### config.mk
export PLATFORM = sky130hd
export DESIGN_NAME = tcs_charge_seq
export DESIGN_NICKNAME = d
export VERILOG_FILES = /design/src/include/tcs_pkg.sv /design/src/verilog/tcs_tick_gen.sv /design/src/verilog/tcs_deglitch.sv /design/src/verilog/tcs_charge_seq.sv
export SDC_FILE = /design/constraint.sdc
export NUM_CORES = 1
export LEC_CHECK = 0
export ABC_CLOCK_PERIOD_IN_PS = 5700
export BUFFER_PORTS_ARGS = -buffer_cell sky130_fd_sc_hd__buf_2
export CORE_MARGIN = 1
export CORE_UTILIZATION = 54
export DETAILED_ROUTE_END_ITERATION = 7
export PLACE_DENSITY = 0.73
export SYNTH_ARGS = -nofsm -noshare
export SYNTH_HDL_FRONTEND = slang
export SYNTH_SLANG_ARGS = --single-unit
### constraint.sdc
create_clock -name CORE_CLK -period 5.7 [get_ports CORE_CLK]
set_input_delay 0.57 -clock CORE_CLK [delete_from_list [all_inputs] [get_ports CORE_CLK]]
set_output_delay 0.57 -clock CORE_CLK [all_outputs]
set_load 0.01 [all_outputs]
### src/include/tcs_pkg.sv
package tcs_pkg;
  // Clock and time base
  localparam int CLK_HZ         = 50_000_000;
  localparam int MS_PER_S       = 1000;
  localparam int MS_TICK_CYCLES = CLK_HZ / MS_PER_S;
  localparam int S_PER_MIN      = 60;
  localparam int S_PER_H        = 3600;
  // Deglitch and indication times in ms, blink rate in Hz
  localparam int TERM_DGL_MS    = 200;
  localparam int RECHG_DGL_MS   = 200;
  localparam int HOLDOFF_MS     = 200;
  localparam int BLINK_HZ       = 1;
  localparam int BLINK_HALF_MS  = MS_PER_S / (2 * BLINK_HZ);
  // Safety timers
  localparam int PRE_TIMER_MIN  = 60;
  localparam int PRE_TIMER_S    = PRE_TIMER_MIN * S_PER_MIN;
  localparam int SAFE_H_1       = 5;
  localparam int SAFE_H_2       = 10;
  localparam int SAFE_H_3       = 20;
  localparam int TIMER_W        = 18;
  localparam logic [1:0] TMR_OFF = 2'h0;
  // Watchdog durations in seconds
  localparam int WDT_S_1        = 40;
  localparam int WDT_S_2        = 80;
  localparam int WDT_S_3        = 160;
  localparam int WDT_W          = 8;
  localparam logic [1:0] WDT_OFF = 2'h0;
  // Regulation voltage in mV, standalone bands
  localparam logic [13:0] VREG_BAND0_MV = 14'h20d0;
  localparam logic [13:0] VREG_BAND1_MV = 14'h2198;
  localparam logic [13:0] VREG_BAND2_MV = 14'h21fc;
  localparam logic [13:0] VREG_BAND3_MV = 14'h2260;
  localparam logic [3:0]  CURRENT_FULL_SCALE = 4'hf;
  // Charge sequence states
  typedef enum logic [4:0] {
    ST_IDLE  = 5'h01,
    ST_PRE   = 5'h02,
    ST_FAST  = 5'h04,
    ST_FULL  = 5'h08,
    ST_FAULT = 5'h10
  } tcs_state_type;
endpackage

### src/verilog/tcs_tick_gen.sv
`timescale 1ns/1ps
// Millisecond, second and 1Hz blink time base
module tcs_tick_gen #(
  parameter int PRESCALE = tcs_pkg::MS_TICK_CYCLES
) (
  input  wire logic clk,
  input  wire logic rst,
  output logic      ms_tick,
  output logic      s_tick,
  output logic      blink
);
  localparam int PW = $clog2(PRESCALE);
  localparam logic [PW-1:0] PRE_LAST = PW'(PRESCALE - 1);
  localparam logic [9:0] MS_LAST = 10'(tcs_pkg::MS_PER_S - 1);
  localparam logic [9:0] HALF_LAST = 10'(tcs_pkg::BLINK_HALF_MS - 1);

  logic [PW-1:0] pre_cnt;
  logic [9:0]    ms_cnt;
  logic [PW-1:0] next_pre_cnt;
  logic [9:0]    next_ms_cnt;
  logic          next_ms_tick;
  logic          next_s_tick;
  logic          next_blink;

  // Count cycles into ms, ms into seconds, toggle blink each half second
  always_comb begin
    next_ms_tick = (pre_cnt == PRE_LAST);
    next_pre_cnt = next_ms_tick ? '0 : pre_cnt + 1'b1;
    next_ms_cnt  = ms_cnt;
    next_s_tick  = 1'b0;
    next_blink   = blink;
    if (ms_tick) begin
      next_ms_cnt = (ms_cnt == MS_LAST) ? 10'h000 : ms_cnt + 10'h001;
      next_s_tick = (ms_cnt == MS_LAST);
      if (ms_cnt == HALF_LAST || ms_cnt == MS_LAST) begin
        next_blink = ~blink;
      end
    end
  end

  always_ff @(posedge clk or posedge rst) begin
    if (rst) begin
      pre_cnt <= '0;
      ms_cnt  <= 10'h000;
      ms_tick <= 1'b0;
      s_tick  <= 1'b0;
      blink   <= 1'b0;
    end else begin
      pre_cnt <= next_pre_cnt;
      ms_cnt  <= next_ms_cnt;
      ms_tick <= next_ms_tick;
      s_tick  <= next_s_tick;
      blink   <= next_blink;
    end
  end
endmodule // tcs_tick_gen

### src/verilog/tcs_deglitch.sv
`timescale 1ns/1ps
// Reports a condition that has held without a break for LIMIT ticks
module tcs_deglitch #(
  parameter int LIMIT = 200
) (
  input  wire logic clk,
  input  wire logic rst,
  input  wire logic tick,
  input  wire logic cond,
  output logic      done
);
  localparam int CW = $clog2(LIMIT + 1);
  localparam logic [CW-1:0] LAST = CW'(LIMIT);

  logic [CW-1:0] cnt;
  logic [CW-1:0] next_cnt;
  logic          next_done;

  // Any break in the condition restarts the count
  always_comb begin
    next_cnt = cnt;
    if (!cond) begin
      next_cnt = '0;
    end else if (tick && cnt != LAST) begin
      next_cnt = cnt + 1'b1;
    end
    next_done = cond && (cnt == LAST);
  end

  always_ff @(posedge clk or posedge rst) begin
    if (rst) begin
      cnt  <= '0;
      done <= 1'b0;
    end else begin
      cnt  <= next_cnt;
      done <= next_done;
    end
  end
endmodule // tcs_deglitch

### src/verilog/tcs_charge_seq.sv
`timescale 1ns/1ps
// Charge cycle sequencer for a two-cell series pack
module tcs_charge_seq #(
  parameter int MS_PRESCALE = tcs_pkg::MS_TICK_CYCLES,
  parameter int SAFE_H_1    = tcs_pkg::SAFE_H_1,
  parameter int SAFE_H_2    = tcs_pkg::SAFE_H_2,
  parameter int SAFE_H_3    = tcs_pkg::SAFE_H_3
) (
  input  wire logic        CORE_CLK,
  input  wire logic        RST,
  input  wire logic        VIN_PRESENT,
  input  wire logic        PACK_ABOVE_PRE,
  input  wire logic        PACK_BELOW_RECHARGE,
  input  wire logic        CV_LOOP_ACTIVE,
  input  wire logic        CURRENT_BELOW_TERM,
  input  wire logic        PACK_OVER_VOLT,
  input  wire logic        CELL_HIGH_OVER,
  input  wire logic        CELL_LOW_OVER,
  input  wire logic        BALANCE_ENABLED,
  input  wire logic        THERM_HOT,
  input  wire logic        THERM_COLD,
  input  wire logic        THERM_TIED_HIGH,
  input  wire logic        THERMAL_SHUTDOWN,
  input  wire logic        VOLTAGE_SETTING_PIN_HIGH,
  input  wire logic [1:0]  VSET_BAND,
  input  wire logic        SYS_BELOW_PACK,
  input  wire logic        BATTERY_ABSENT,
  input  wire logic        CHARGE_ENABLE,
  input  wire logic [1:0]  TIMER_FIELD,
  input  wire logic        SOFT_RESET,
  input  wire logic [1:0]  WATCHDOG_FIELD,
  input  wire logic [3:0]  CHARGE_CURRENT_CODE,
  input  wire logic [13:0] HOST_REG_MV,
  input  wire logic        OTP_INHIBIT,
  input  wire logic        I2C_ACTIVITY,
  output logic             CHARGE_ON,
  output logic             PHASE_PRECHARGE,
  output logic             PHASE_FAST,
  output logic             CHARGE_FULL,
  output logic             PRE_TIMEOUT,
  output logic             SAFETY_TIMEOUT,
  output logic             BATTERY_FET_ON,
  output logic             FET_SUPPLEMENT,
  output logic             BOOST_RUN,
  output logic [13:0]      PACK_REG_MV,
  output logic [3:0]       CURRENT_CODE,
  output logic             STAT_OUT,
  output logic             STAT_OE_N,
  output logic             BATTERY_ABSENT_FLAG,
  output logic             ABSENT_CHECK,
  output logic             WATCHDOG_DEFAULTS,
  output logic             HOST_MODE
);
  localparam int TW = tcs_pkg::TIMER_W;
  localparam int WW = tcs_pkg::WDT_W;

  // Fast-charge limit in seconds for a timer code
  function automatic logic [TW-1:0] safe_limit(input logic [1:0] f);
    case (f)
      2'h1:    safe_limit = TW'(SAFE_H_1 * tcs_pkg::S_PER_H);
      2'h2:    safe_limit = TW'(SAFE_H_2 * tcs_pkg::S_PER_H);
      default: safe_limit = TW'(SAFE_H_3 * tcs_pkg::S_PER_H);
    endcase
  endfunction

  // Watchdog limit in seconds for a watchdog code
  function automatic logic [WW-1:0] wdt_limit(input logic [1:0] f);
    case (f)
      2'h1:    wdt_limit = WW'(tcs_pkg::WDT_S_1);
      2'h2:    wdt_limit = WW'(tcs_pkg::WDT_S_2);
      default: wdt_limit = WW'(tcs_pkg::WDT_S_3);
    endcase
  endfunction

  logic [17:0] pin_raw;
  logic [17:0] sync1;
  logic [17:0] sync2;
  logic        vin, above_pre, below_rech, cv_loop, below_term;
  logic        pack_ovp, cell_hi, cell_lo, bal_en, hot, cold;
  logic        tied_high, tsd, vset_high, sys_low, absent;
  logic [1:0]  band;
  logic        ms_tick, s_tick, blink;
  logic        term_done, hold_done, rech_done;

  // Two-stage synchronisers for all pin-side inputs
  assign pin_raw = {VIN_PRESENT, PACK_ABOVE_PRE, PACK_BELOW_RECHARGE,
                    CV_LOOP_ACTIVE, CURRENT_BELOW_TERM, PACK_OVER_VOLT,
                    CELL_HIGH_OVER, CELL_LOW_OVER, BALANCE_ENABLED,
                    THERM_HOT, THERM_COLD, THERM_TIED_HIGH, THERMAL_SHUTDOWN,
                    VOLTAGE_SETTING_PIN_HIGH, SYS_BELOW_PACK, BATTERY_ABSENT,
                    VSET_BAND};
  always_ff @(posedge CORE_CLK or posedge RST) begin
    if (RST) begin
      sync1 <= 18'h00000;
      sync2 <= 18'h00000;
    end else begin
      sync1 <= pin_raw;
      sync2 <= sync1;
    end
  end
  assign {vin, above_pre, below_rech, cv_loop, below_term, pack_ovp,
          cell_hi, cell_lo, bal_en, hot, cold, tied_high, tsd,
          vset_high, sys_low, absent, band} = sync2;

  tcs_tick_gen #(.PRESCALE(MS_PRESCALE)) u_tick (
    .clk     (CORE_CLK),
    .rst     (RST),
    .ms_tick (ms_tick),
    .s_tick  (s_tick),
    .blink   (blink)
  );

  tcs_pkg::tcs_state_type state, next_state;
  logic          mode_host, next_mode_host;
  logic          inhibit, next_inhibit;
  logic          cycle_req, next_cycle_req;
  logic          pre_to, next_pre_to;
  logic          safe_to, next_safe_to;
  logic [TW-1:0] tmr, next_tmr;
  logic          vin_q, en_q, srst_q, flt_q;
  logic [1:0]    tmr_q;
  logic          replug, en_rise, tmr_rise, srst_rise, restart;
  logic          ntc_fault, cell_ovp, susp, term_en, in_cycle;
  logic          start_ok, rech_trig, flt_now;

  // Event edges and condition terms
  assign replug    = vin & ~vin_q;
  assign en_rise   = CHARGE_ENABLE & ~en_q;
  assign tmr_rise  = (tmr_q == tcs_pkg::TMR_OFF) & (TIMER_FIELD != tcs_pkg::TMR_OFF);
  assign srst_rise = SOFT_RESET & ~srst_q;
  assign restart   = en_rise | tmr_rise | srst_rise;
  assign ntc_fault = (hot | cold) & ~tied_high;
  assign cell_ovp  = bal_en & (cell_hi | cell_lo);
  assign susp      = ntc_fault | pack_ovp | cell_ovp;
  assign term_en   = ~tied_high;
  assign in_cycle  = (state == tcs_pkg::ST_PRE) | (state == tcs_pkg::ST_FAST) |
                     (state == tcs_pkg::ST_FULL);
  assign start_ok  = cycle_req & CHARGE_ENABLE & vin & ~inhibit & ~ntc_fault &
                     ~pre_to & ~safe_to & ~pack_ovp & ~tsd;
  assign rech_trig = (state == tcs_pkg::ST_FULL) & rech_done;
  assign flt_now   = susp | pre_to | safe_to | tsd;

  // Termination, start hold-off and recharge deglitch
  tcs_deglitch #(.LIMIT(tcs_pkg::TERM_DGL_MS)) u_term (
    .clk  (CORE_CLK),
    .rst  (RST),
    .tick (ms_tick),
    .cond ((state == tcs_pkg::ST_FAST) & cv_loop & below_term & ~susp),
    .done (term_done)
  );
  tcs_deglitch #(.LIMIT(tcs_pkg::HOLDOFF_MS)) u_hold (
    .clk  (CORE_CLK),
    .rst  (RST),
    .tick (ms_tick),
    .cond (in_cycle),
    .done (hold_done)
  );
  tcs_deglitch #(.LIMIT(tcs_pkg::RECHG_DGL_MS)) u_rech (
    .clk  (CORE_CLK),
    .rst  (RST),
    .tick (ms_tick),
    .cond ((state == tcs_pkg::ST_FULL) & below_rech),
    .done (rech_done)
  );

  // Sequence, latched faults and safety timer
  always_comb begin
    next_state     = state;
    next_mode_host = mode_host;
    next_inhibit   = inhibit & ~below_rech;
    next_cycle_req = cycle_req | en_rise;
    next_pre_to    = pre_to;
    next_safe_to   = safe_to;
    next_tmr       = tmr;
    if (s_tick && !ntc_fault && (state == tcs_pkg::ST_PRE ||
        state == tcs_pkg::ST_FAST) && tmr != {TW{1'b1}}) begin
      next_tmr = tmr + 1'b1;
    end
    case (state)
      tcs_pkg::ST_IDLE: begin
        if (start_ok) begin
          next_state     = above_pre ? tcs_pkg::ST_FAST : tcs_pkg::ST_PRE;
          next_cycle_req = 1'b0;
          next_tmr       = '0;
        end
      end
      tcs_pkg::ST_PRE: begin
        if (above_pre) begin
          next_state = tcs_pkg::ST_FAST;
          next_tmr   = '0;
        end else if (tmr >= TW'(tcs_pkg::PRE_TIMER_S)) begin
          next_state  = tcs_pkg::ST_FAULT;
          next_pre_to = 1'b1;
        end
      end
      tcs_pkg::ST_FAST: begin
        if (term_done && hold_done && term_en) begin
          next_state = tcs_pkg::ST_FULL;
        end else if (TIMER_FIELD != tcs_pkg::TMR_OFF &&
                     tmr >= safe_limit(TIMER_FIELD)) begin
          next_state   = tcs_pkg::ST_FAULT;
          next_safe_to = 1'b1;
        end
      end
      tcs_pkg::ST_FULL: begin
        if (rech_trig) begin
          next_state     = tcs_pkg::ST_IDLE;
          next_cycle_req = 1'b1;
        end
      end
      tcs_pkg::ST_FAULT: begin
        next_state = tcs_pkg::ST_FAULT;
      end
      default: begin
        next_state = tcs_pkg::ST_IDLE;
      end
    endcase
    if (restart) begin
      next_tmr     = '0;
      next_pre_to  = next_pre_to & ~pre_to;
      next_safe_to = next_safe_to & ~safe_to; // Fresh timeout beats restart
      if (state == tcs_pkg::ST_FAULT) begin
        next_state     = tcs_pkg::ST_IDLE;
        next_cycle_req = 1'b1;
      end
    end
    if (replug) begin
      next_state     = tcs_pkg::ST_IDLE;
      next_cycle_req = 1'b1;
      next_mode_host = vset_high;
      next_inhibit   = OTP_INHIBIT & ~below_rech;
      next_pre_to    = 1'b0;
      next_safe_to   = 1'b0;
    end
    if (!vin || !CHARGE_ENABLE) begin
      next_state = tcs_pkg::ST_IDLE;
    end
  end

  always_ff @(posedge CORE_CLK or posedge RST) begin
    if (RST) begin
      state     <= tcs_pkg::ST_IDLE;
      mode_host <= 1'b0;
      inhibit   <= 1'b0;
      cycle_req <= 1'b0;
      pre_to    <= 1'b0;
      safe_to   <= 1'b0;
      tmr       <= '0;
      vin_q     <= 1'b0;
      en_q      <= 1'b0;
      srst_q    <= 1'b0;
      flt_q     <= 1'b0;
      tmr_q     <= 2'h0;
    end else begin
      state     <= next_state;
      mode_host <= next_mode_host;
      inhibit   <= next_inhibit;
      cycle_req <= next_cycle_req;
      pre_to    <= next_pre_to;
      safe_to   <= next_safe_to;
      tmr       <= next_tmr;
      vin_q     <= vin;
      en_q      <= CHARGE_ENABLE;
      srst_q    <= SOFT_RESET;
      flt_q     <= flt_now;
      tmr_q     <= TIMER_FIELD;
    end
  end

  logic [WW-1:0] wdt, next_wdt;
  logic          next_wdt_fire;

  // Host-mode bus-idle watchdog
  always_comb begin
    next_wdt      = wdt;
    next_wdt_fire = 1'b0;
    if (!mode_host || WATCHDOG_FIELD == tcs_pkg::WDT_OFF || I2C_ACTIVITY) begin
      next_wdt = '0;
    end else if (s_tick) begin
      if (wdt + 1'b1 >= wdt_limit(WATCHDOG_FIELD)) begin
        next_wdt      = '0;
        next_wdt_fire = 1'b1;
      end else begin
        next_wdt = wdt + 1'b1;
      end
    end
  end

  always_ff @(posedge CORE_CLK or posedge RST) begin
    if (RST) begin
      wdt               <= '0;
      WATCHDOG_DEFAULTS <= 1'b0;
    end else begin
      wdt               <= next_wdt;
      WATCHDOG_DEFAULTS <= next_wdt_fire;
    end
  end

  logic        run;
  logic        next_stat_oe_n;
  logic [13:0] next_reg_mv;

  // Status pin and regulation target
  assign run = (state == tcs_pkg::ST_PRE || state == tcs_pkg::ST_FAST) & ~susp & ~tsd;
  always_comb begin
    if (susp || pre_to || safe_to || absent) begin
      next_stat_oe_n = blink;
    end else if (run) begin
      next_stat_oe_n = 1'b0;
    end else begin
      next_stat_oe_n = 1'b1;
    end
    if (mode_host) begin
      next_reg_mv = HOST_REG_MV;
    end else begin
      case (band)
        2'h0:    next_reg_mv = tcs_pkg::VREG_BAND0_MV;
        2'h1:    next_reg_mv = tcs_pkg::VREG_BAND1_MV;
        2'h2:    next_reg_mv = tcs_pkg::VREG_BAND2_MV;
        default: next_reg_mv = tcs_pkg::VREG_BAND3_MV;
      endcase
    end
  end

  // Registered outputs
  always_ff @(posedge CORE_CLK or posedge RST) begin
    if (RST) begin
      CHARGE_ON           <= 1'b0;
      PHASE_PRECHARGE     <= 1'b0;
      PHASE_FAST          <= 1'b0;
      CHARGE_FULL         <= 1'b0;
      PRE_TIMEOUT         <= 1'b0;
      SAFETY_TIMEOUT      <= 1'b0;
      BATTERY_FET_ON      <= 1'b0;
      FET_SUPPLEMENT      <= 1'b0;
      BOOST_RUN           <= 1'b0;
      PACK_REG_MV         <= tcs_pkg::VREG_BAND0_MV;
      CURRENT_CODE        <= tcs_pkg::CURRENT_FULL_SCALE;
      STAT_OUT            <= 1'b0;
      STAT_OE_N           <= 1'b1;
      BATTERY_ABSENT_FLAG <= 1'b0;
      ABSENT_CHECK        <= 1'b0;
      HOST_MODE           <= 1'b0;
    end else begin
      CHARGE_ON           <= run;
      PHASE_PRECHARGE     <= state == tcs_pkg::ST_PRE;
      PHASE_FAST          <= state == tcs_pkg::ST_FAST;
      CHARGE_FULL         <= state == tcs_pkg::ST_FULL;
      PRE_TIMEOUT         <= pre_to;
      SAFETY_TIMEOUT      <= safe_to;
      BATTERY_FET_ON      <= ~pack_ovp & (run | sys_low);
      FET_SUPPLEMENT      <= ~pack_ovp & sys_low;
      BOOST_RUN           <= vin & ~tsd;
      PACK_REG_MV         <= next_reg_mv;
      CURRENT_CODE        <= mode_host ? CHARGE_CURRENT_CODE : tcs_pkg::CURRENT_FULL_SCALE;
      STAT_OUT            <= 1'b0;
      STAT_OE_N           <= next_stat_oe_n;
      BATTERY_ABSENT_FLAG <= mode_host & absent;
      ABSENT_CHECK        <= en_rise | rech_trig | (flt_q & ~flt_now);
      HOST_MODE           <= mode_host;
    end
  end
endmodule // tcs_charge_seq

* Yosys cells after proc, flatten, opt, wreduce, memory -nomap -nowiden
Index checks and enable logic that the tools add are counted.
** Operators by class
- Add/subtract/negate cells :: 7
- Equal/unequal tests :: 24
- Multipliers :: 0
- Reduce and logical (&&, ||, !) cells :: 30
- Magnitude comparators :: 3
- Shift operators :: 0
- Muxes and demuxes :: 60
- Div/mod/pow operators :: 0
- Bitwise logic cells :: 59
** Operators by type and width (number)
- $mux 18 :: 6
- $mux 8 :: 11
- $mux 5 :: 10
- $pmux 18 s2 :: 1
- $pmux 17 s2 :: 1
- $add 8x1->8 const B :: 4
- $and 1x1->1 :: 30
- $pmux 10 s3 :: 1
- $pmux 5 s5 :: 1
- $eq 8x8->1 const B :: 3
- $ne 8x8->1 const B :: 3
- $mux 1 :: 22
- $add 18x1->18 const B :: 1
- $ge 18x12->1 const B :: 1
- $ge 18x18->1 :: 1
- $ne 18x18->1 const B :: 1
- $add 16x1->16 const B :: 1
- $eq 16x16->1 const B :: 1
- $mux 16 :: 1
- $pmux 8 s2 :: 1
- $or 1x1->1 :: 15
- $mux 14 :: 1
- $not 1->1 :: 14
- $logic_and 1x1->1 :: 12
- 21 further kinds :: 40
** Storage, ports and cells
- Bits in writable memories :: 0
- Bits in read-only memories :: 0
- Memories :: 0
- Latch bits :: 0
- Input port bits :: 46
- Logic and storage cells :: 225
- Register bits :: 166
- Output and inout port bits :: 33

* Depth between registers and ports, before layout
Gate-level depths: netlist of run 1.
- Depth after elaboration :: 14
- Depth in mapped cells :: 10
- Mapped depth without buffers :: 10

* Cells and area by module
From an unflattened synthesis of run 1, not the netlist that was laid out.
** Second synthesis, totals
- Cell total of the unflattened synthesis :: 691
- Area, all modules :: 7697.4 um^2
** By module, submodules not included
- tcs_charge_seq :: cells an instance 415, seq. area each 2765.2 um^2, instances 1, area each 4844.6 um^2
- tcs_deglitch :: cells an instance 49, seq. area each 225.2 um^2, instances 3, area each 496.7 um^2
- tcs_tick_gen :: cells an instance 129, seq. area each 725.7 um^2, instances 1, area each 1362.6 um^2

* Least setup slack after synthesis of run 1
Ideal clock, no wire load.
- Path kind :: in2reg
- From :: input TIMER_FIELD[0]
- To :: register safe_to
- Library setup time :: 0.095 ns
- Cell stages on the path :: 8
- Path slack :: 3.485 ns
- Data required time :: 5.605 ns
- Buffers on the path :: 0
- Arrival time :: 2.120 ns
- Cell sequence :: inv_1 -> ha_1 -> ha_1 -> nand4b_1 -> nor4_1 -> o211ai_1 -> a21bo_2 -> o31ai_1
** Between the ends
- Longest elaborated chain between the ends :: 12
- Elaborated cells on any way between the ends :: 17
- Classes of those cells :: 1 x order compare; 2 x eq/ne; 8 x mux; 4 x bitwise; 2 x reduce/logical
** RTL lines
- start, declared :: line tcs_charge_seq.sv:29 : input wire logic [1:0] TIMER_FIELD,
- $eq 2x2->1 or $eq 2x1->1 (tied branches) :: line tcs_charge_seq.sv:59 : case (f)
- $pmux 17 s2 :: line tcs_charge_seq.sv:59
- $mux 18 :: line tcs_charge_seq.sv:197 : if (term_done && hold_done && term_en) begin
- $mux 18 :: line tcs_charge_seq.sv:179 : case (state)
- $ge 18x18->1 :: line tcs_charge_seq.sv:200 : tmr >= safe_limit(TIMER_FIELD)) begin
- $logic_and 1x1->1 :: line tcs_charge_seq.sv:199 : end else if (TIMER_FIELD != tcs_pkg::TMR_OFF &&
- $mux 1 :: line tcs_charge_seq.sv:199
- $mux 1 :: line tcs_charge_seq.sv:197
- $mux 1 :: line tcs_charge_seq.sv:179
- $and 1x1->1 :: line tcs_charge_seq.sv:221 : next_safe_to = next_safe_to & ~safe_to;
- $mux 1 * :: line tcs_charge_seq.sv:218 : if (restart) begin
- $mux 1 * :: line tcs_charge_seq.sv:227 : if (replug) begin
- named net next_safe_to :: line tcs_charge_seq.sv:118 : logic safe_to, next_safe_to;
- end signal, assigned :: line tcs_charge_seq.sv:260 : safe_to <= next_safe_to;
- end, declared :: line tcs_charge_seq.sv:118
Mark *: on every way through the listed nets, which the timed path passes. The rest lies on a longest branch. The select of a mux whose other input is x is not followed.
A chain may end at the register's enable or synchronous reset.

* Final worst setup path of run 1
- From :: register wdt[0]
- To :: register wdt[4]
** Between the ends
- Longest elaborated chain between the ends :: 5
** RTL lines
- start, declared :: line tcs_charge_seq.sv:270 : logic [WW-1:0] wdt, next_wdt;
- start signal, assigned :: line tcs_charge_seq.sv:294 : wdt <= next_wdt;
- $add 8x1->8 * :: line tcs_charge_seq.sv:280, tcs_charge_seq.sv:284
- $ge 8x8->1 :: line tcs_charge_seq.sv:280 : if (wdt + 1'b1 >= wdt_limit(WATCHDOG_FIELD)) begin
- $mux 8 * :: line tcs_charge_seq.sv:280
- $mux 8 * :: line tcs_charge_seq.sv:279 : end else if (s_tick) begin
- $mux 8 * :: line tcs_charge_seq.sv:277 : if (!mode_host || WATCHDOG_FIELD == tcs_pkg::WDT_OFF || I2C_ACTIVITY) begin
Mark *: on every way between the ends. The rest lies on a longest branch, timed or not. The select of a mux whose other input is x is not followed.

==> results of run 1 <==
through the flow:
step	setup WS [ps]	total power, W	util	instance area [um^2]
6_report	3230	0.00251	0.646	8660
5_1_grt	2980	0.00261	0.646	8660
4_1_cts	3260	0.00254	0.646	8660
3_5_place_dp	3210	0.00139	0.602	8060
3_3_place_gp	3310	0.00138	0.602	8060
2_1_floorplan	657	0.00133	-	7500
where the power goes:
part	internal (W)	total (W)	leakage, nW	switching, W
clock network	0.000668	0.00115	0.291	0.000480
logic	0.0000486	0.000123	1.60	0.0000743
registers	0.00122	0.00124	2.14	0.0000194
how the worst max path moves through the flow:
stage | cells past startpoint | from | to
2_1_floorplan | 1 | RST | ABSENT_CHECK$_DFF_PP0_
3_3_place_gp | 9 | TIMER_FIELD[0] | safe_to$_DFF_PP0_
4_1_cts | 10 | wdt[0]$_DFFE_PP0P_ | wdt[4]$_DFFE_PP0P_
6_report | 10 | wdt[0]$_DFFE_PP0P_ | wdt[4]$_DFFE_PP0P_
5_1_grt | 8 | wdt[0]$_DFFE_PP0P_ | wdt[4]$_DFFE_PP0P_
3_5_place_dp | 9 | TIMER_FIELD[0] | safe_to$_DFF_PP0_
cells in the final DEF (no fill, tap or decap), types with 7 or more instances in the layout:
cell type,synthesis,layout
sky130_fd_sc_hd__nor3_1,8,8
sky130_fd_sc_hd__nand3_1,26,26
sky130_fd_sc_hd__dfstp_2,10,10
sky130_fd_sc_hd__o21ai_0,22,22
sky130_fd_sc_hd__dfrtp_1,156,156
sky130_fd_sc_hd__and3_1,20,20
sky130_fd_sc_hd__buf_2,1,77
sky130_fd_sc_hd__a21oi_1,24,24
sky130_fd_sc_hd__nand4_1,24,24
sky130_fd_sc_hd__ha_1,39,39
sky130_fd_sc_hd__xor2_1,31,31
sky130_fd_sc_hd__nor2_1,73,73
sky130_fd_sc_hd__o31ai_1,8,8
sky130_fd_sc_hd__nand2_1,43,43
sky130_fd_sc_hd__nand2b_1,10,10
sky130_fd_sc_hd__xnor2_1,18,18
sky130_fd_sc_hd__and2_1,8,8
sky130_fd_sc_hd__clkbuf_16,0,17
sky130_fd_sc_hd__or3_1,12,12
sky130_fd_sc_hd__inv_6,0,7
sky130_fd_sc_hd__inv_1,36,35
sky130_fd_sc_hd__nor4_1,8,8
flip-flops by register name (all words and copies together), names as in the netlist, 2 cells and up:
signal and cells:
PACK_REG_MV 14, tmr_q 2, u_tick.pre_cnt 16, state 5
wdt 8, CURRENT_CODE 4, sync2 18, u_rech.cnt 8
u_tick.ms_cnt 10, sync1 18, u_hold.cnt 8, tmr 18
u_term.cnt 8
area by class of cell:
cell class / count / area [um^2] / area share
Tap cell: 176 / 220 / 0.0254
Sequential cell: 166 / 4170 / 0.481
Timing Repair Buffer: 79 / 400 / 0.0462
Clock buffer: 18 / 439 / 0.0507
Inverter: 36 / 140 / 0.0162
Clock inverter: 14 / 161 / 0.0186
Multi-Input combinational cell: 469 / 3130 / 0.362
metal layers:
layer | vias up | part of all wire | global-route usage
met1 | 2623 | 0.45 | 0.289
met2 | 103 | 0.50 | 0.359
met3 | 20 | 0.031 | 0.0452
met4 | 0 | 0.012 | 0.0789
li1 | 2581 | - | -
met5 | - | 0 | 0
worst max-delay path, stage by stage, from the launching register on:
cell and delay [ps]:
sky130_fd_sc_hd__dfrtp_1 440, sky130_fd_sc_hd__ha_1 210, sky130_fd_sc_hd__nand3_1 130, sky130_fd_sc_hd__nor2_1 150, sky130_fd_sc_hd__xor2_1 250, sky130_fd_sc_hd__ha_1 180
sky130_fd_sc_hd__o21a_1 110, sky130_fd_sc_hd__o21ai_0 70, sky130_fd_sc_hd__a21oi_1 410, sky130_fd_sc_hd__nor2_1 180, sky130_fd_sc_hd__a22o_1 230
cells by family after synthesis:
kind of cell / Yosys count / share of synthesized area
other cells: 1 / 0.000500
flops: 166 / 0.556
mux: 11 / 0.0155
fa+ha+maj: 39 / 0.0651
compound gates: 97 / 0.0871
buf+inv: 49 / 0.0262
simple gates: 272 / 0.193
xor+xnor: 49 / 0.0572
==> impl_metrics.yaml, run 1 <==
hold_path:
  hold-path-endpoint: "sync1[17]$_DFF_PP0_"
  classification_of_the_worst_slack_hold_path: "in -> reg"
  hold-path-cell-count: 1
  launch_point_of_the_worst_hold_path: "VIN_PRESENT"
logic_synthesis:
  synth_async_sr_flop_share: 1.00
  synth.largest_area_cell: "sky130_fd_sc_hd__dfrtp_1"
  avgSynthCellArea_um2: 11.0
  synth.yosys.seq_area_share: 0.556
  dominantRegCellSynth: "sky130_fd_sc_hd__dfrtp_1"
  synthCells: 684
  postSynthNetCount: 769
  ys_warn_count: 0
  synth_seq_cells: 166
  synthTopCellsByArea: "sky130_fd_sc_hd__dfrtp_1 (52%), sky130_fd_sc_hd__ha_1 (6.5%), sky130_fd_sc_hd__nor2_1 (3.7%), sky130_fd_sc_hd__xor2_1 (3.6%), sky130_fd_sc_hd__dfstp_2 (3.5%)"
  synthesis.area_um2: 7500
  synth.top_cell.area_share: 0.521
  synth_edf_count: 0
  post_synth_num_cell_types: 67
  ys_top_cells_by_count: "sky130_fd_sc_hd__dfrtp_1 (156), sky130_fd_sc_hd__nor2_1 (73), sky130_fd_sc_hd__nand2_1 (43)"
  post-synth-top-count-cell: "sky130_fd_sc_hd__dfrtp_1"
power:
  ir_worst_vdd_uv: 316
  power.leakage_nw: 4.03
  power_density_nw_per_um2: 290
sta:
  hold_viol: 0
  min_period_ps: 2470
  relSlewSlack: 0.422
  grt_setup_unrepaired: "false"
  finalHoldWorstSlack_ps: 250
  fmax_mhz: 405
  finalCritPeriodShare: 0.433
  finalSetupViolCount: 0
  skew_ps: 8.11
  timing.final.max_slew_violations: 0
  finalSetupTns_ps: 0
  worst_pin_slew_ps: 868
worst_setup_path:
  rrSetupSlack_ps: 3230
  timing_worst_setup_path_type: "reg -> reg"
  worst_r2r_endpoint: "wdt[4]$_DFFE_PP0P_"
  crit_path_start_kind: "register"
  reg2regPathDepth: 10
  worstPathArrival_ps: 2780
  worst_ep_required_time_ps: 6010
  cp_max_fo: 6
  worstReg2RegStart: "wdt[0]$_DFFE_PP0P_"
  crit_path_end_kind: "register"
clock_network:
  cts.repair_timing.setup_buffer_count: 0
  ctsLongestPathBuffers: 2
  cts.htree.levels: 4
  numCtsBuffers: 17
  clock_root_cell: "sky130_fd_sc_hd__clkbuf_16"
  cts-hold-fix-buffers: 0
  cts.reportedPaths.clkPinSlew_ps: 70
  tritoncts: "built"
  clock_latency_ps: 420
  clock_sink_count: 166
  postCtsResizedCells: 0
placed_design:
  detailedPlacementHpwl_mm: 10.0
  buffer_ports.inserted: 77
  gp_routability_congestion: 0.848
  placedCellCount: 926
floorplan:
  floorplan.die_area_um2: 14400
  num_rows: 42
  placeableCoreArea_um2: 13400
  die_width_um: 120
  die_h_um: 120
  initial_utilization: 0.559
  ioPinCount: 79
routing:
  drt_pass1_iterations: 5
  avgViaCountPerCell: 5.56
  detailroute.via_count: 5327
  first_iter_violations: 361
  drt_wl_total_mm: 14.5
  detail_route.wl_per_cell_um: 15.1
  antenna_left: 0
  route.detailed.drc: 0
cells_and_area:
  areaGrowthSynthToFinish_pct: 15.5
  antennaDiodeCount: 0
  layout.nets: 854
  drive_gt1_frac: 0.178
  fillerInstances: 1026
  fin_cells: 958
job:
  maxCapViolCount: 0
global_route:
  grt_max_degree: 102
  via_count_of_the_first_global_routing_pass: 5142
  number_of_antenna_violations_at_the_first_check_in_global_routing: 0
  grt_usage: 0.219
  grt.overflow.total: 0
  grt_pass1_wl_mm: 24.6
status:
  run_status: "finished clean"
Power figures use the tool's default switching activity.
==> run 2, diff against run 1 <==
ABC_CLOCK_PERIOD_IN_PS = 2300   (was 5700)
clock period = 2.3 ns   (was 5.7 ns; I/O delays follow)
==> impl_metrics.yaml, run 2 (synthesized netlist as in run 1, its figures left out) <==
status:
  run_status: "complete, but fails checks"
  violated_checks: "setup timing"
sta:
  finalHoldWorstSlack_ps: 15.5
  finalSetupViolCount: 4
  finalCritPeriodShare: 1.03
  timing.final.max_slew_violations: 0
  fmax_mhz: 424
  worst_pin_slew_ps: 640
  hold_viol: 0
  relSlewSlack: 0.573
  grt_setup_unrepaired: "true"
  skew_ps: 8.84
  layout_setup_ws_ps: -58.4
  min_period_ps: 2360
routing:
  routed-wl-met3_um: 653
  topRoutingLayerUsed: "met4"
  antenna_left: 0
  detailroute.via_count: 5684
  detail_route.wl_per_cell_um: 16.6
  drt_wl_total_mm: 16.6
  first_iter_violations: 440
  avgViaCountPerCell: 5.68
  drt_pass1_iterations: 5
  drt-met1-wl_mm: 6.96
  route.detailed.drc: 0
  detailroute.wirelength.met2_mm: 8.65
cells_and_area:
  layout_common_cells: "sky130_fd_sc_hd__dfrtp_1 (155), sky130_fd_sc_hd__buf_2 (77), sky130_fd_sc_hd__nor2_1 (72), sky130_fd_sc_hd__nand2_1 (43), sky130_fd_sc_hd__ha_1 (36)"
  layout.nets: 897
  antennaDiodeCount: 0
  mostFrequentLayoutCell: "sky130_fd_sc_hd__dfrtp_1"
  drive_gt1_frac: 0.199
  fillerInstances: 966
  areaGrowthSynthToFinish_pct: 22.6
  largest_regs: "sync1: 18 flops, sync2: 18 flops, tmr: 18 flops"
  finalCoreUtilization: 0.686
hold_path:
  classification_of_the_worst_slack_hold_path: "in -> reg"
  launch_point_of_the_worst_hold_path: "HOST_REG_MV[4]"
  hold-path-cell-count: 3
  hold-path-endpoint: "PACK_REG_MV[4]$_DFF_PP1_"
clock_network:
  clock_root_cell: "sky130_fd_sc_hd__clkbuf_16"
  numCtsBuffers: 17
  tritoncts: "built"
  cts.reportedPaths.clkPinSlew_ps: 60
  cts.htree.levels: 4
  clock_sink_count: 166
  ctsLongestPathBuffers: 2
  clock_latency_ps: 430
worst_setup_path:
  crit_path_end_kind: "register"
  worst_ep_required_time_ps: 2620
  reg2regPathDepth: 9
  worst_r2r_endpoint: "wdt[4]$_DFFE_PP0P_"
  cp_max_fo: 6
  worstPathArrival_ps: 2680
  timing_worst_setup_path_type: "reg -> reg"
  rrSetupSlack_ps: -60
  worstReg2RegStart: "wdt[1]$_DFFE_PP0P_"
  crit_path_start_kind: "register"
job:
  maxCapViolCount: 0
floorplan:
  placeableCoreArea_um2: 13400
  num_rows: 42
  die_width_um: 120
  die_h_um: 120
  floorplan.die_area_um2: 14400
  ioPinCount: 79
  initial_utilization: 0.559
power:
  ir_worst_vdd_uv: 678
  sw_frac_of_total: 0.228
  netSwitchingPower_w: 0.00147
  power_density_nw_per_um2: 699
  power.leakage_nw: 4.25
  seq_power_share: 0.475
  clkPwrFrac: 0.461
  p_comb_frac: 0.063
  internal_power_w: 0.00496
placed_design:
  buffer_ports.inserted: 77
  detailedPlacementHpwl_mm: 10.8
  gp_routability_congestion: 0.867
global_route:
  grt.overflow.total: 0
  number_of_antenna_violations_at_the_first_check_in_global_routing: 0
  grt_pass1_wl_mm: 27.2
  grt_max_degree: 53
  via_count_of_the_first_global_routing_pass: 5700
  grt_usage: 0.245
run 2: layout make-up:
class                   count  area (um^2)  share of cell area
clock buffers              19          443              0.0482
clock inverters            13          169              0.0184
inverters                  36          139              0.0151
multi-input cells         469         3210               0.349
flip-flops and latches    166         4170               0.454
well taps                 176          220              0.0240
repair buffers            122          843              0.0918
run 2: repair_timing:
action / 4_1_cts / 5_1_grt
buffers inserted: 0 / 3
endpoints found under the hold margin: 50 / 0
setup endpoints to repair: 6 / 11
resized for setup: 4 / 13
hold buffers: 28 / 0
pin swaps: 0 / 4
run 2: per-layer routing:
| metal | track usage | vias up |
|---|---|---|
| met5 | 0 | - |
| met4 | 0.105 | 0 |
| met3 | 0.0532 | 36 |
| met2 | 0.413 | 165 |
| met1 | 0.304 | 2817 |
| li1 | - | 2666 |
run 2: worst max path at each step:
stage                                   from                endpoint  cells after the start
after floorplan                          RST  ABSENT_CHECK$_DFF_PP0_                      1
after global placement    wdt[1]$_DFFE_PP0P_      wdt[4]$_DFFE_PP0P_                     10
after global routing      wdt[1]$_DFFE_PP0P_      wdt[7]$_DFFE_PP0P_                     10
after detailed placement  wdt[1]$_DFFE_PP0P_      wdt[4]$_DFFE_PP0P_                     10
after CTS                 wdt[1]$_DFFE_PP0P_      wdt[4]$_DFFE_PP0P_                      9
final                     wdt[1]$_DFFE_PP0P_      wdt[4]$_DFFE_PP0P_                      9
run 2: power groups by stage:
stage,registers [W],logic [W],clock network (W)
final,0.00305,0.000407,0.00296
after global routing,0.00306,0.000448,0.00314
after floorplan,0.00313,0.000168,0
after global placement,0.00310,0.000348,0
after CTS,0.00305,0.000401,0.00301
after detailed placement,0.00311,0.000359,0
run 2: stage by stage:
stage | power [W] | cells | setup WS, ps | setup TNS (ps) | instance area [um^2]
after detailed placement | 0.00346 | 938 | -138 | -581 | 8200
after global placement | 0.00345 | 938 | 18.7 | 0 | 8200
after floorplan | 0.00329 | 684 | -34.6 | -5400 | 7500
after CTS | 0.00646 | 998 | 23.0 | 0 | 9100
final | 0.00642 | 1001 | -58.4 | -182 | 9190
after global routing | 0.00665 | 1001 | -128 | -749 | 9190
run 2: critical path, cell delays in order (launching register included):
cell	delay, ps
sky130_fd_sc_hd__dfrtp_1	410
sky130_fd_sc_hd__ha_2	230
sky130_fd_sc_hd__nand3_2	130
sky130_fd_sc_hd__xnor2_2	200
sky130_fd_sc_hd__ha_4	300
sky130_fd_sc_hd__and3_1	170
sky130_fd_sc_hd__nand3_1	160
sky130_fd_sc_hd__a21oi_4	320
sky130_fd_sc_hd__nor2_2	110
sky130_fd_sc_hd__a22o_1	210
==> run 3, diff against run 2 <==
REMOVE_ABC_BUFFERS = 1   (was not set)
==> impl_metrics.yaml, run 3 (synthesized netlist as in run 1, its figures left out) <==
clock_network:
  cts.htree.levels: 4
  cts.repair_timing.setup_buffer_count: 0
  tritoncts: "built"
  clock_root_cell: "sky130_fd_sc_hd__clkbuf_16"
  numCtsBuffers: 17
  clock_sink_count: 166
  cts.reportedPaths.clkPinSlew_ps: 70
  clock_latency_ps: 430
  ctsLongestPathBuffers: 2
routing:
  first_iter_violations: 402
  drt_wl_total_mm: 15.9
  drt_pass1_iterations: 6
  avgViaCountPerCell: 5.59
  antenna_left: 0
  detail_route.wl_per_cell_um: 15.9
  detailroute.via_count: 5595
  route.detailed.drc: 0
power:
  p_comb_frac: 0.063
  sw_frac_of_total: 0.243
  netSwitchingPower_w: 0.00152
  ir_worst_vdd_uv: 647
  overall_power_w: 0.00625
  power.leakage_nw: 4.23
  power_density_nw_per_um2: 685
  clkPwrFrac: 0.448
  internal_power_w: 0.00473
  seq_power_share: 0.488
global_route:
  grt_pass1_wl_mm: 26.6
  number_of_antenna_violations_at_the_first_check_in_global_routing: 0
  via_count_of_the_first_global_routing_pass: 5598
  grt_max_degree: 73
  grt.overflow.total: 0
  grt_usage: 0.238
cells_and_area:
  antennaDiodeCount: 0
  layout.nets: 897
  layout_common_cells: "sky130_fd_sc_hd__dfrtp_1 (155), sky130_fd_sc_hd__buf_2 (77), sky130_fd_sc_hd__nor2_1 (72), sky130_fd_sc_hd__nand2_1 (43), sky130_fd_sc_hd__ha_1 (37)"
  finalCoreUtilization: 0.682
  fin_cells: 1001
  drive_gt1_frac: 0.199
  mostFrequentLayoutCell: "sky130_fd_sc_hd__dfrtp_1"
  areaGrowthSynthToFinish_pct: 21.8
  largest_regs: "sync1: 18 flops, sync2: 18 flops, tmr: 18 flops"
worst_setup_path:
  worst_r2r_endpoint: "wdt[5]$_DFFE_PP0P_"
  reg2regPathDepth: 8
  worstPathArrival_ps: 2590
  timing_worst_setup_path_type: "reg -> reg"
  crit_path_start_kind: "register"
  cp_max_fo: 6
  crit_path_end_kind: "register"
  setup.worst_path.start: "wdt[1]$_DFFE_PP0P_"
  worstReg2RegStart: "wdt[1]$_DFFE_PP0P_"
  worst_ep_required_time_ps: 2670
  critical_path.endpoint: "wdt[5]$_DFFE_PP0P_"
  rrSetupSlack_ps: 90
floorplan:
  placeableCoreArea_um2: 13400
  die_h_um: 120
  floorplan.die_area_um2: 14400
  num_rows: 42
  initial_utilization: 0.559
  die_width_um: 120
  ioPinCount: 79
placed_design:
  buffer_ports.inserted: 77
  placedCellCount: 942
  gp_routability_congestion: 0.878
  detailedPlacementHpwl_mm: 10.8
sta:
  worst_pin_slew_ps: 626
  relSlewSlack: 0.583
  hold_viol: 0
  finalSetupTns_ps: 0
  fmax_mhz: 452
  finalSetupViolCount: 0
  min_period_ps: 2210
  skew_ps: 11.3
  finalCritPeriodShare: 0.962
  timing.final.max_slew_violations: 0
job:
  maxCapViolCount: 0
hold_path:
  launch_point_of_the_worst_hold_path: "HOST_REG_MV[6]"
  classification_of_the_worst_slack_hold_path: "in -> reg"
status:
  run_status: "finished clean"
[run 3: stage by stage]
stage,cell area [um^2],hold slack (ps),setup WS (ps)
5_1_grt,9130,6.31,-70.2
2_1_floorplan,7440,261,-2400
4_1_cts,9080,0.644,23.9
6_report,9130,12.5,87.1
3_5_place_dp,8210,335,-137
3_3_place_gp,8210,331,37.4
[run 3: worst min path at each step]
stage / to / depth (start not counted) / slack [ps]
2_1_floorplan: en_q$_DFF_PP0_ / 0 / 260
3_3_place_gp: sync2[15]$_DFF_PP0_ / 0 / 330
3_5_place_dp: sync2[15]$_DFF_PP0_ / 0 / 330
4_1_cts: CURRENT_CODE[0]$_DFF_PP1_ / 2 / 0.6
5_1_grt: CURRENT_CODE[0]$_DFF_PP1_ / 2 / 6
6_report: PACK_REG_MV[6]$_DFF_PP1_ / 3 / 10
[run 3: timing repair]
item / in CTS / in global routing
hold endpoints to repair: 88 / 0
setup endpoints to repair: 8 / 8
resized for setup: 5 / 9
pin swaps: 1 / 1
gates cloned: 0 / 0
hold buffers: 27 / 0
[run 3: worst max-delay path, stage by stage (launching register included)]
cell	delay (ps)
sky130_fd_sc_hd__dfrtp_1	420
sky130_fd_sc_hd__ha_2	230
sky130_fd_sc_hd__nand3_2	130
sky130_fd_sc_hd__xnor2_2	260
sky130_fd_sc_hd__ha_4	260
sky130_fd_sc_hd__a2111oi_4	360
sky130_fd_sc_hd__a21oi_4	140
sky130_fd_sc_hd__a211oi_1	240
sky130_fd_sc_hd__a21o_1	110
[run 3: final cells by class]
type	count	area (um^2)
Inverter	36	140
Clock buffer	17	425
Timing Repair Buffer	122	816
Clock inverter	15	161
Fill cell	976	4270
Sequential cell	166	4170
Tap cell	176	220
Multi-Input combinational cell	469	3200
[run 3: power groups by stage]
| stage | sequential (W) | combinational [W] | clock (W) |
|---|---|---|---|
| floorplan | 0.00314 | 0.000147 | 0 |
| global placement | 0.00310 | 0.000340 | 0 |
| detailed placement | 0.00311 | 0.000353 | 0 |
| CTS | 0.00305 | 0.000396 | 0.00286 |
| global route | 0.00306 | 0.000444 | 0.00298 |
| finish | 0.00305 | 0.000396 | 0.00280 |
[run 3: routing by layer]
metal  wire length (um)  track usage  up-vias  share of wire
li1                   -            -     2665              -
met5                  0            0        -              0
met1               6810        0.304     2751           0.43
met4                222       0.0867        0          0.014
met2               8110        0.404      158           0.51
met3                783       0.0452       21          0.049
